[config.mk]
export PLATFORM = sky130hd
export DESIGN_NAME = rx_statistics_counters
export DESIGN_NICKNAME = d
export VERILOG_FILES = /design/src/design/rxsc_pkg.sv /design/src/design/rx_statistics_counters.sv
export VERILOG_INCLUDE_DIRS = /design/src /design/src/design
export SDC_FILE = /design/constraint.sdc
export NUM_CORES = 2
export LEC_CHECK = 0
export BUFFER_PORTS_ARGS = -buffer_cell sky130_fd_sc_hd__buf_2
export CORE_MARGIN = 2
export CORE_UTILIZATION = 65
export CTS_BUF_LIST = sky130_fd_sc_hd__clkbuf_8
export CTS_CLUSTER_DIAMETER = 80
export CTS_CLUSTER_SIZE = 10
export DETAILED_ROUTE_END_ITERATION = 7
export PLACE_DENSITY = 0.85
export SYNTH_ARGS = -nofsm -noshare
export SYNTH_HDL_FRONTEND = slang
export SYNTH_SLANG_ARGS = --single-unit
[constraint.sdc]
create_clock -name ref_clk -period 6.2 [get_ports ref_clk]
set_clock_uncertainty 0.15 [all_clocks]
set_input_delay 1.86 -clock ref_clk [delete_from_list [all_inputs] [get_ports ref_clk]]
set_output_delay 1.86 -clock ref_clk [all_outputs]
set_load 0.05 [all_outputs]
[src/design/rxsc_cfg.svh]
`ifndef RXSC_CFG_SVH
`define RXSC_CFG_SVH

// ----------------------------------------
// Counter bank geometry
// ----------------------------------------
`define RXSC_NUM_CNT 12
`define RXSC_CNT_BASE_IDX 14'h0900
`define RXSC_CNT_LAST_IDX 14'h0917

// ----------------------------------------
// Control and status word indices
// ----------------------------------------
`define RXSC_CTL_IDX 14'h0945
`define RXSC_STAT_IDX 14'h0946
`define RXSC_MAXSZ_IDX 14'h0947

// ----------------------------------------
// Field positions
// ----------------------------------------
`define RXSC_CTL_CLEAR_BIT 0
`define RXSC_CTL_SHADOW_BIT 2
`define RXSC_STAT_PAUSED_BIT 1

// ----------------------------------------
// Reset values and size limits
// ----------------------------------------
`define RXSC_MAXSZ_RESET 16'h05ee
`define RXSC_MIN_FRAME 16'h0040

// ----------------------------------------
// Counter slots
// ----------------------------------------
`define RXSC_C_SHORT 4'h0
`define RXSC_C_LONG 4'h1
`define RXSC_C_FCS 4'h2
`define RXSC_C_CRC 4'h3
`define RXSC_C_MDATA 4'h4
`define RXSC_C_BDATA 4'h5
`define RXSC_C_UDATA 4'h6
`define RXSC_C_MCTL 4'h7
`define RXSC_C_BCTL 4'h8
`define RXSC_C_UCTL 4'h9
`define RXSC_C_FLOW 4'ha
`define RXSC_C_MIN 4'hb

// ----------------------------------------
// Counter word indices
// ----------------------------------------
`define RXSC_SHORT_LO_IDX 14'h0900
`define RXSC_SHORT_HI_IDX 14'h0901
`define RXSC_LONG_LO_IDX 14'h0902
`define RXSC_LONG_HI_IDX 14'h0903
`define RXSC_CHKSEQ_LO_IDX 14'h0904
`define RXSC_CHKSEQ_HI_IDX 14'h0905
`define RXSC_CRC_LO_IDX 14'h0906
`define RXSC_CRC_HI_IDX 14'h0907
`define RXSC_MDATA_LO_IDX 14'h0908
`define RXSC_MDATA_HI_IDX 14'h0909
`define RXSC_BDATA_LO_IDX 14'h090a
`define RXSC_BDATA_HI_IDX 14'h090b
`define RXSC_UDATA_LO_IDX 14'h090c
`define RXSC_UDATA_HI_IDX 14'h090d
`define RXSC_MCTL_LO_IDX 14'h090e
`define RXSC_MCTL_HI_IDX 14'h090f
`define RXSC_BCTL_LO_IDX 14'h0910
`define RXSC_BCTL_HI_IDX 14'h0911
`define RXSC_UCTL_LO_IDX 14'h0912
`define RXSC_UCTL_HI_IDX 14'h0913
`define RXSC_FLOW_LO_IDX 14'h0914
`define RXSC_FLOW_HI_IDX 14'h0915
`define RXSC_MIN_LO_IDX 14'h0916
`define RXSC_MIN_HI_IDX 14'h0917

`endif

[src/design/rxsc_pkg.sv]
`include "rxsc_cfg.svh"

package rxsc_pkg;

    // ----------------------------------------
    // Bus carriers
    // ----------------------------------------
    typedef struct packed {
        logic psel;
        logic penable;
        logic pwrite;
        logic [15:0] paddr;
        logic [31:0] pwdata;
    } rxsc_apb_req_type;

    typedef struct packed {
        logic pready;
        logic [31:0] prdata;
        logic pslverr;
    } rxsc_apb_rsp_type;

    // ----------------------------------------
    // Per-frame report from the receive path
    // ----------------------------------------
    typedef struct packed {
        logic valid;
        logic [15:0] len;
        logic crcErr;
        logic anyErr;
        logic isMulti;
        logic isBroad;
        logic isUni;
        logic isCtl;
        logic isPause;
    } rxsc_frame_type;

    // ----------------------------------------
    // Block state
    // ----------------------------------------
    typedef struct packed {
        logic [`RXSC_NUM_CNT-1:0][63:0] cnt;
        logic [`RXSC_NUM_CNT-1:0][63:0] snap;
        logic ctlClear;
        logic ctlShadow;
        logic [15:0] maxSize;
        logic [31:0] prdata;
    } rxsc_state_type;

endpackage : rxsc_pkg

[src/design/rx_statistics_counters.sv]
// Added by the designer: the APB slave port.
`timescale 1ns/1ps
`include "rxsc_cfg.svh"

// Contract
// Counters are 64 bits and wrap
// Frame size covers addresses, payload, CRC
// Stats excluded: no counters, reads zero
// Reads never disturb counter values
// Control register clears all counters together
// Shadow bit set captures consistent snapshot
// Shadow held: counters run, reads frozen
// Each counter: low word even, high odd
// Short frame with CRC error counted
// Oversized frame with CRC error counted
// Every check-sequence error pulse counted; pulses while ce is low or a clear is pending are not counted
// Frame of 64 or more, CRC error
// Errored data frames counted per cast
// Errored control frames counted per cast
// Errored pause frames counted
// Exactly 64-byte frames counted
// Oversized means above maximum size register
// Clear bit zero, self-clearing after reset
// One increment per event, none lost; events while ce is low or a clear is pending are dropped
module rx_statistics_counters #(
    parameter bit ENABLE_RX_STATS = 1'b1
) (
    input wire logic ref_clk,
    input wire logic sys_rst,
    input wire logic ce,
    input wire rxsc_pkg::rxsc_apb_req_type apbReq,
    output rxsc_pkg::rxsc_apb_rsp_type apbRsp,
    input wire rxsc_pkg::rxsc_frame_type frameEvt,
    input wire logic checkSeqErrPulse
);

    // ----------------------------------------
    // Declarations
    // ----------------------------------------
    localparam rxsc_pkg::rxsc_state_type RESET_STATE = '{
        cnt: '0,
        snap: '0,
        ctlClear: 1'b0,
        ctlShadow: 1'b0,
        maxSize: `RXSC_MAXSZ_RESET,
        prdata: 32'h0000_0000
    };

    rxsc_pkg::rxsc_state_type s_reg;
    rxsc_pkg::rxsc_state_type s_next;
    logic [`RXSC_NUM_CNT-1:0] incVec;
    logic [13:0] wordIdx;
    logic aligned;
    logic setupPhase;
    logic accessPhase;
    logic writeTaken;
    logic frameErr;
    logic shortFrame;
    logic overSize;
    logic minFrame;

    // ----------------------------------------
    // Address decode
    // ----------------------------------------
    function automatic logic rxsc_is_cnt(input logic [13:0] idx);
        rxsc_is_cnt = (idx >= `RXSC_CNT_BASE_IDX) && (idx <= `RXSC_CNT_LAST_IDX);
    endfunction : rxsc_is_cnt

    function automatic logic rxsc_hit(input logic [13:0] idx);
        rxsc_hit = rxsc_is_cnt(idx)
            || (idx == `RXSC_CTL_IDX)
            || (idx == `RXSC_STAT_IDX)
            || (idx == `RXSC_MAXSZ_IDX);
    endfunction : rxsc_hit

    // ----------------------------------------
    // Counter access
    // ----------------------------------------
    // Snapshot while frozen, live count otherwise
    function automatic logic [63:0] rxsc_view(
        input rxsc_pkg::rxsc_state_type st,
        input logic [3:0] slot
    );
        rxsc_view = 64'h0000_0000_0000_0000;
        if (ENABLE_RX_STATS)
        begin
            rxsc_view = st.ctlShadow ? st.snap[slot] : st.cnt[slot];
        end
    endfunction : rxsc_view

    // Plain add, wraps to zero past the top
    function automatic logic [63:0] rxsc_inc(input logic [63:0] v);
        rxsc_inc = v + 64'h0000_0000_0000_0001;
    endfunction : rxsc_inc

    // ----------------------------------------
    // Read mux
    // ----------------------------------------
    function automatic logic [31:0] rxsc_read(
        input rxsc_pkg::rxsc_state_type st,
        input logic [13:0] idx
    );
        logic [63:0] word;
        word = 64'h0000_0000_0000_0000;
        rxsc_read = 32'h0000_0000;
        case (idx)
            `RXSC_SHORT_LO_IDX:
            begin
                word = rxsc_view(st, `RXSC_C_SHORT);
                rxsc_read = word[31:0];
            end
            `RXSC_SHORT_HI_IDX:
            begin
                word = rxsc_view(st, `RXSC_C_SHORT);
                rxsc_read = word[63:32];
            end
            `RXSC_LONG_LO_IDX:
            begin
                word = rxsc_view(st, `RXSC_C_LONG);
                rxsc_read = word[31:0];
            end
            `RXSC_LONG_HI_IDX:
            begin
                word = rxsc_view(st, `RXSC_C_LONG);
                rxsc_read = word[63:32];
            end
            `RXSC_CHKSEQ_LO_IDX:
            begin
                word = rxsc_view(st, `RXSC_C_FCS);
                rxsc_read = word[31:0];
            end
            `RXSC_CHKSEQ_HI_IDX:
            begin
                word = rxsc_view(st, `RXSC_C_FCS);
                rxsc_read = word[63:32];
            end
            `RXSC_CRC_LO_IDX:
            begin
                word = rxsc_view(st, `RXSC_C_CRC);
                rxsc_read = word[31:0];
            end
            `RXSC_CRC_HI_IDX:
            begin
                word = rxsc_view(st, `RXSC_C_CRC);
                rxsc_read = word[63:32];
            end
            `RXSC_MDATA_LO_IDX:
            begin
                word = rxsc_view(st, `RXSC_C_MDATA);
                rxsc_read = word[31:0];
            end
            `RXSC_MDATA_HI_IDX:
            begin
                word = rxsc_view(st, `RXSC_C_MDATA);
                rxsc_read = word[63:32];
            end
            `RXSC_BDATA_LO_IDX:
            begin
                word = rxsc_view(st, `RXSC_C_BDATA);
                rxsc_read = word[31:0];
            end
            `RXSC_BDATA_HI_IDX:
            begin
                word = rxsc_view(st, `RXSC_C_BDATA);
                rxsc_read = word[63:32];
            end
            `RXSC_UDATA_LO_IDX:
            begin
                word = rxsc_view(st, `RXSC_C_UDATA);
                rxsc_read = word[31:0];
            end
            `RXSC_UDATA_HI_IDX:
            begin
                word = rxsc_view(st, `RXSC_C_UDATA);
                rxsc_read = word[63:32];
            end
            `RXSC_MCTL_LO_IDX:
            begin
                word = rxsc_view(st, `RXSC_C_MCTL);
                rxsc_read = word[31:0];
            end
            `RXSC_MCTL_HI_IDX:
            begin
                word = rxsc_view(st, `RXSC_C_MCTL);
                rxsc_read = word[63:32];
            end
            `RXSC_BCTL_LO_IDX:
            begin
                word = rxsc_view(st, `RXSC_C_BCTL);
                rxsc_read = word[31:0];
            end
            `RXSC_BCTL_HI_IDX:
            begin
                word = rxsc_view(st, `RXSC_C_BCTL);
                rxsc_read = word[63:32];
            end
            `RXSC_UCTL_LO_IDX:
            begin
                word = rxsc_view(st, `RXSC_C_UCTL);
                rxsc_read = word[31:0];
            end
            `RXSC_UCTL_HI_IDX:
            begin
                word = rxsc_view(st, `RXSC_C_UCTL);
                rxsc_read = word[63:32];
            end
            `RXSC_FLOW_LO_IDX:
            begin
                word = rxsc_view(st, `RXSC_C_FLOW);
                rxsc_read = word[31:0];
            end
            `RXSC_FLOW_HI_IDX:
            begin
                word = rxsc_view(st, `RXSC_C_FLOW);
                rxsc_read = word[63:32];
            end
            `RXSC_MIN_LO_IDX:
            begin
                word = rxsc_view(st, `RXSC_C_MIN);
                rxsc_read = word[31:0];
            end
            `RXSC_MIN_HI_IDX:
            begin
                word = rxsc_view(st, `RXSC_C_MIN);
                rxsc_read = word[63:32];
            end
            `RXSC_CTL_IDX:
            begin
                rxsc_read[`RXSC_CTL_CLEAR_BIT] = st.ctlClear;
                rxsc_read[`RXSC_CTL_SHADOW_BIT] = st.ctlShadow;
            end
            `RXSC_STAT_IDX:
            begin
                rxsc_read[`RXSC_STAT_PAUSED_BIT] = st.ctlShadow;
            end
            `RXSC_MAXSZ_IDX:
            begin
                rxsc_read[15:0] = st.maxSize;
            end
            default:
            begin
                // Unmapped words read zero
                rxsc_read = 32'h0000_0000;
            end
        endcase
    endfunction : rxsc_read

    // ----------------------------------------
    // Bus phases
    // ----------------------------------------
    assign wordIdx = apbReq.paddr[15:2];
    assign aligned = (apbReq.paddr[1:0] == 2'h0);
    assign setupPhase = apbReq.psel && !apbReq.penable;
    assign accessPhase = apbReq.psel && apbReq.penable;
    assign writeTaken = accessPhase && apbReq.pwrite && ce && aligned;

    assign apbRsp.pready = ce;
    assign apbRsp.prdata = s_reg.prdata;
    assign apbRsp.pslverr = accessPhase && !(aligned && rxsc_hit(wordIdx));

    // ----------------------------------------
    // Frame classification
    // ----------------------------------------
    // Reported length already spans addresses, payload and CRC
    assign frameErr = frameEvt.crcErr || frameEvt.anyErr;
    assign shortFrame = frameEvt.len < `RXSC_MIN_FRAME;
    assign minFrame = frameEvt.len == `RXSC_MIN_FRAME;
    assign overSize = frameEvt.len > s_reg.maxSize;

    always_comb
    begin
        incVec = '0;
        if (frameEvt.valid)
        begin
            incVec[`RXSC_C_SHORT] = frameEvt.crcErr && shortFrame;
            incVec[`RXSC_C_LONG] = frameEvt.crcErr && overSize;
            incVec[`RXSC_C_CRC] = frameEvt.crcErr && !shortFrame;
            incVec[`RXSC_C_MDATA] = frameErr && !frameEvt.isCtl && frameEvt.isMulti;
            incVec[`RXSC_C_BDATA] = frameErr && !frameEvt.isCtl && frameEvt.isBroad;
            incVec[`RXSC_C_UDATA] = frameErr && !frameEvt.isCtl && frameEvt.isUni;
            incVec[`RXSC_C_MCTL] = frameErr && frameEvt.isCtl && frameEvt.isMulti;
            incVec[`RXSC_C_BCTL] = frameErr && frameEvt.isCtl && frameEvt.isBroad;
            incVec[`RXSC_C_UCTL] = frameErr && frameEvt.isCtl && frameEvt.isUni;
            incVec[`RXSC_C_FLOW] = frameErr && frameEvt.isPause;
            incVec[`RXSC_C_MIN] = minFrame;
        end
        incVec[`RXSC_C_FCS] = checkSeqErrPulse;
    end

    // ----------------------------------------
    // Next state
    // ----------------------------------------
    always_comb
    begin
        s_next = s_reg;

        // Counting runs regardless of the shadow bit
        for (int i = 0; i < `RXSC_NUM_CNT; i++)
        begin
            if (incVec[i])
            begin
                s_next.cnt[i] = rxsc_inc(s_reg.cnt[i]);
            end
        end

        // Pending clear resets the whole bank at once
        if (s_reg.ctlClear)
        begin
            s_next.cnt = '0;
            s_next.snap = '0;
            s_next.ctlClear = 1'b0;
        end

        // Register writes
        if (writeTaken)
        begin
            case (wordIdx)
                `RXSC_CTL_IDX:
                begin
                    if (apbReq.pwdata[`RXSC_CTL_CLEAR_BIT])
                    begin
                        s_next.ctlClear = 1'b1;
                    end
                    s_next.ctlShadow = apbReq.pwdata[`RXSC_CTL_SHADOW_BIT];
                    if (apbReq.pwdata[`RXSC_CTL_SHADOW_BIT] && !s_reg.ctlShadow)
                    begin
                        s_next.snap = s_reg.ctlClear ? '0 : s_reg.cnt;
                    end
                end
                `RXSC_MAXSZ_IDX:
                begin
                    s_next.maxSize = apbReq.pwdata[15:0];
                end
                default:
                begin
                    // Counter and status words ignore writes
                end
            endcase
        end

        // Read data latched in the setup phase, counters untouched
        if (setupPhase && !apbReq.pwrite)
        begin
            s_next.prdata = aligned ? rxsc_read(s_reg, wordIdx) : 32'h0000_0000;
        end

        // Without the option no counter storage survives
        if (!ENABLE_RX_STATS)
        begin
            s_next.cnt = '0;
            s_next.snap = '0;
        end
    end

    // ----------------------------------------
    // State register
    // ----------------------------------------
    always_ff @(posedge ref_clk)
    begin
        if (sys_rst)
        begin
            s_reg <= RESET_STATE;
        end
        else if (ce)
        begin
            s_reg <= s_next;
        end
        else
        begin
            // Low clock enable freezes every field
            s_reg <= s_reg;
        end
    end

endmodule : rx_statistics_counters

==> summary.md <==
| Metric | Value |
|---|---|
| Mux cell area share after synthesis | `a little over an eighth` |
| DRC | `2` |
| # rows | `roughly 130` |
| Final Slew Violations | `0` |
| Final min period | `roughly 5.7 ns` |
| Final WS setup | `0.493 ns` |
| CP arrival | `3.70 ns` |
| Final Wtd Congestion | `1.02` |
| Period Utilization, post-route | `92.0%` |
| Number of enable flip-flop cells after synthesis | `0` |
| Initial core utilization | `65.4%` |
| WP data required | `between 4 and 5 ns` |
| PD cells | `202 nW/um2` |
| CTS tree | `done` |
| Post-Synth XOR/XNOR Area | `under 10%` |
| Clk sinks | `1,586` |
| Total die area | `125,000 um2` |
| Synth async-reset ratio | `0%` |
| Largest net degree at the start of global routing | `between 200 and 250` |
| Synth top cells by count | `dfxtp_1 (1,586), nor2_1 (1,183), nand2_1 (795)` |
| Core Region | `122,000 um2` |
| I/O pins | `113` |
| Worst-path clk slew | `0.07 ns` |
| Post-synthesis register bit count | `1,586` |
| Initial DRC count | `12,300` |
| Synthesized area | `~80,000 um2` |
| Top_reg_cell synth | `dfxtp_1` |
| Register area share after synthesis | `39.9%` |
| Syn_area_per_cell | `roughly 8.5 um2` |
| Synth Area in Compound Gates | `about 15%` |
| Setup WS pre-CTS | `between 0.5 and 0.6 ns` |
| Yosys top cell by area | `dfxtp_1` |
| Nets | `9,281` |
| CP Class | `input port to output pin` |
| Cts hold-fix bufs | `0` |
| Final ANT Viol Nets | `0` |
| Static leakage | `0.0255 uW` |
| P&R area growth vs syn | `5.71%` |
| Pre-antenna DRT Iters | `8` |
| Setup-failing EPs final | `0` |
| Clk Latency, worst-skew pair | `0.97 ns` |
| YS warnings | `0` |
| Run status | `finished, violations left` |
| Min Hold Slack | `0.300 ns` |
| Max rail drop VDD | `0.254 mV` |
| Top post-synthesis cells by area | `dfxtp_1 (40%), mux2i_1 (9.6%), nor2_1 (5.6%)` |
| Initial antenna violation count | `16` |
| Total design power | `17,000 uW` |
| Synth Instances | `9,391` |
| Setup TNS | `0 ns` |
| Critical path endpoint category | `output pin` |
| Synth unique cells | `96` |
| Util after Layout | `slightly below 70%` |
| Die W | `354 um` |
| First-pass GRT wire length | `between 400,000 and 500,000 um` |
| Vias in the first global route | `67,800` |
| Crit start category | `input port` |
| Max Cap Viol | `0` |
| Final WL | `276,000 um` |
| Post-Syn Nets | `9,498` |
| Highest clock rate | `175 MHz` |
| Die span in y | `around 350 um` |
| Max reg flops | `1,554` |
| Main combinational cell family by area after synthesis | `simple AND/OR/NAND/NOR gates` |
| Worst Hold Class | `register to register` |
| Largest fanout on the critical path | `6` |
| Via count | `75,000` |
| H-Tree Depth | `4` |
| Synth top area share | `39.9%` |
| Vias per cell | `6.92` |
| CTS Root Cell | `clkbuf_8` |
| I/O Buffers | `96` |
| Final Hold Fails | `0` |
| CTS Buf Count | `176` |
| RSZ-0062 raised after global routing | `no` |
| Post-cts gate resize count | `0` |
| Post-DP HPWL | `roughly 190,000 um` |
| Failing checks | `design-rule violations` |
| Gr ovfl total | `0` |
| Max Buffers Root-to-Sink | `3` |
| Area share of fa/ha/maj cells after synthesis | `0.441%` |
| Worst-Margin Slew | `1.35 ns` |
| Total Routing Usage GR | `42.1%` |
| Count leader, synth | `dfxtp_1` |
| Rel. slew slack | `10.3%` |
| Post-synthesis simple-gate area fraction | `19.3%` |
| Setup bufs post-CTS | `0` |
| Layout cell share with drive strength beyond 1 | `a little under 10%` |
| Routed wire per std cell | `25.4 um` |
## cells by family after synthesis
group / after synthesis
AOI/OAI and AO/OA: 2024
xor gates and xnor gates: 622
adders and majority gates: 28
buffers and inverters: 857
DFF: 1586
muxes: 1051
and+or+nand+nor: 3223
## path summary, 6_finish.rpt
check	start	endpoint	slack [ns]	cells after the start
max	apbReq[39]	apbRsp[0]	0.49	8
max reg2reg	s_reg[1429]	s_reg[1452]	1.88	7
min	s_reg[665]	s_reg[665]	0.30	2
min reg2reg	s_reg[665]	s_reg[665]	0.30	2
## layout make-up
type | instances | area [um2]
repair buffers | 342 | 2980
multi-input cells | 6948 | 44200
flip-flops and latches | 1586 | 31800
inverters | 120 | 465
well taps | 1625 | 2030
clock buffers | 179 | 2460
diodes | 14 | 35.0
clock inverters | 14 | 131
fillers | 9402 | 37500
## routing by layer
metal	up-vias	track usage (%)	wire, um
li1	32900	-	-
met1	36000	57.3	106000
met2	5130	58.4	111000
met3	922	12.7	39400
met4	10	25.5	19100
met5	-	0	92
## metrics by stage
step	area [um2]	std cells
3_3_place_gp	81400	10600
2_1_floorplan	79500	9391
6_report	84100	10800
4_1_cts	84000	10800
3_5_place_dp	81400	10600
5_1_grt	84000	10800
## layout by cell type, fill, tap and decap left out, drive strengths merged, types with 252 or more instances in the layout
master and instances:
nand2 796, xnor2 252, dfxtp 1586, mux2i 766, xor2 370, o22ai 257, buf 342, a21oi 624
mux2 282, o21ai 573, nand3 313, nor2 1184, a22oi 291
## where the power goes
group	switching [uW]	total (uW)	leakage (uW)	internal [uW]
combinational	374	463	0.0114	88.9
sequential	20.3	10200	0.0128	10200
clock	3700	6320	0.00133	2620
total	4090	17000	0.0255	12900
## worst max-delay path, cell delays in order
cell      delay (ns)
buf_2           0.25
nor4_2          0.31
buf_4           0.27
and2_1          0.18
o21ai_0         0.16
a211oi_1        0.37
nor2_1          0.08
buf_2           0.22
No activity file was read; power rests on OpenSTA's default activity.
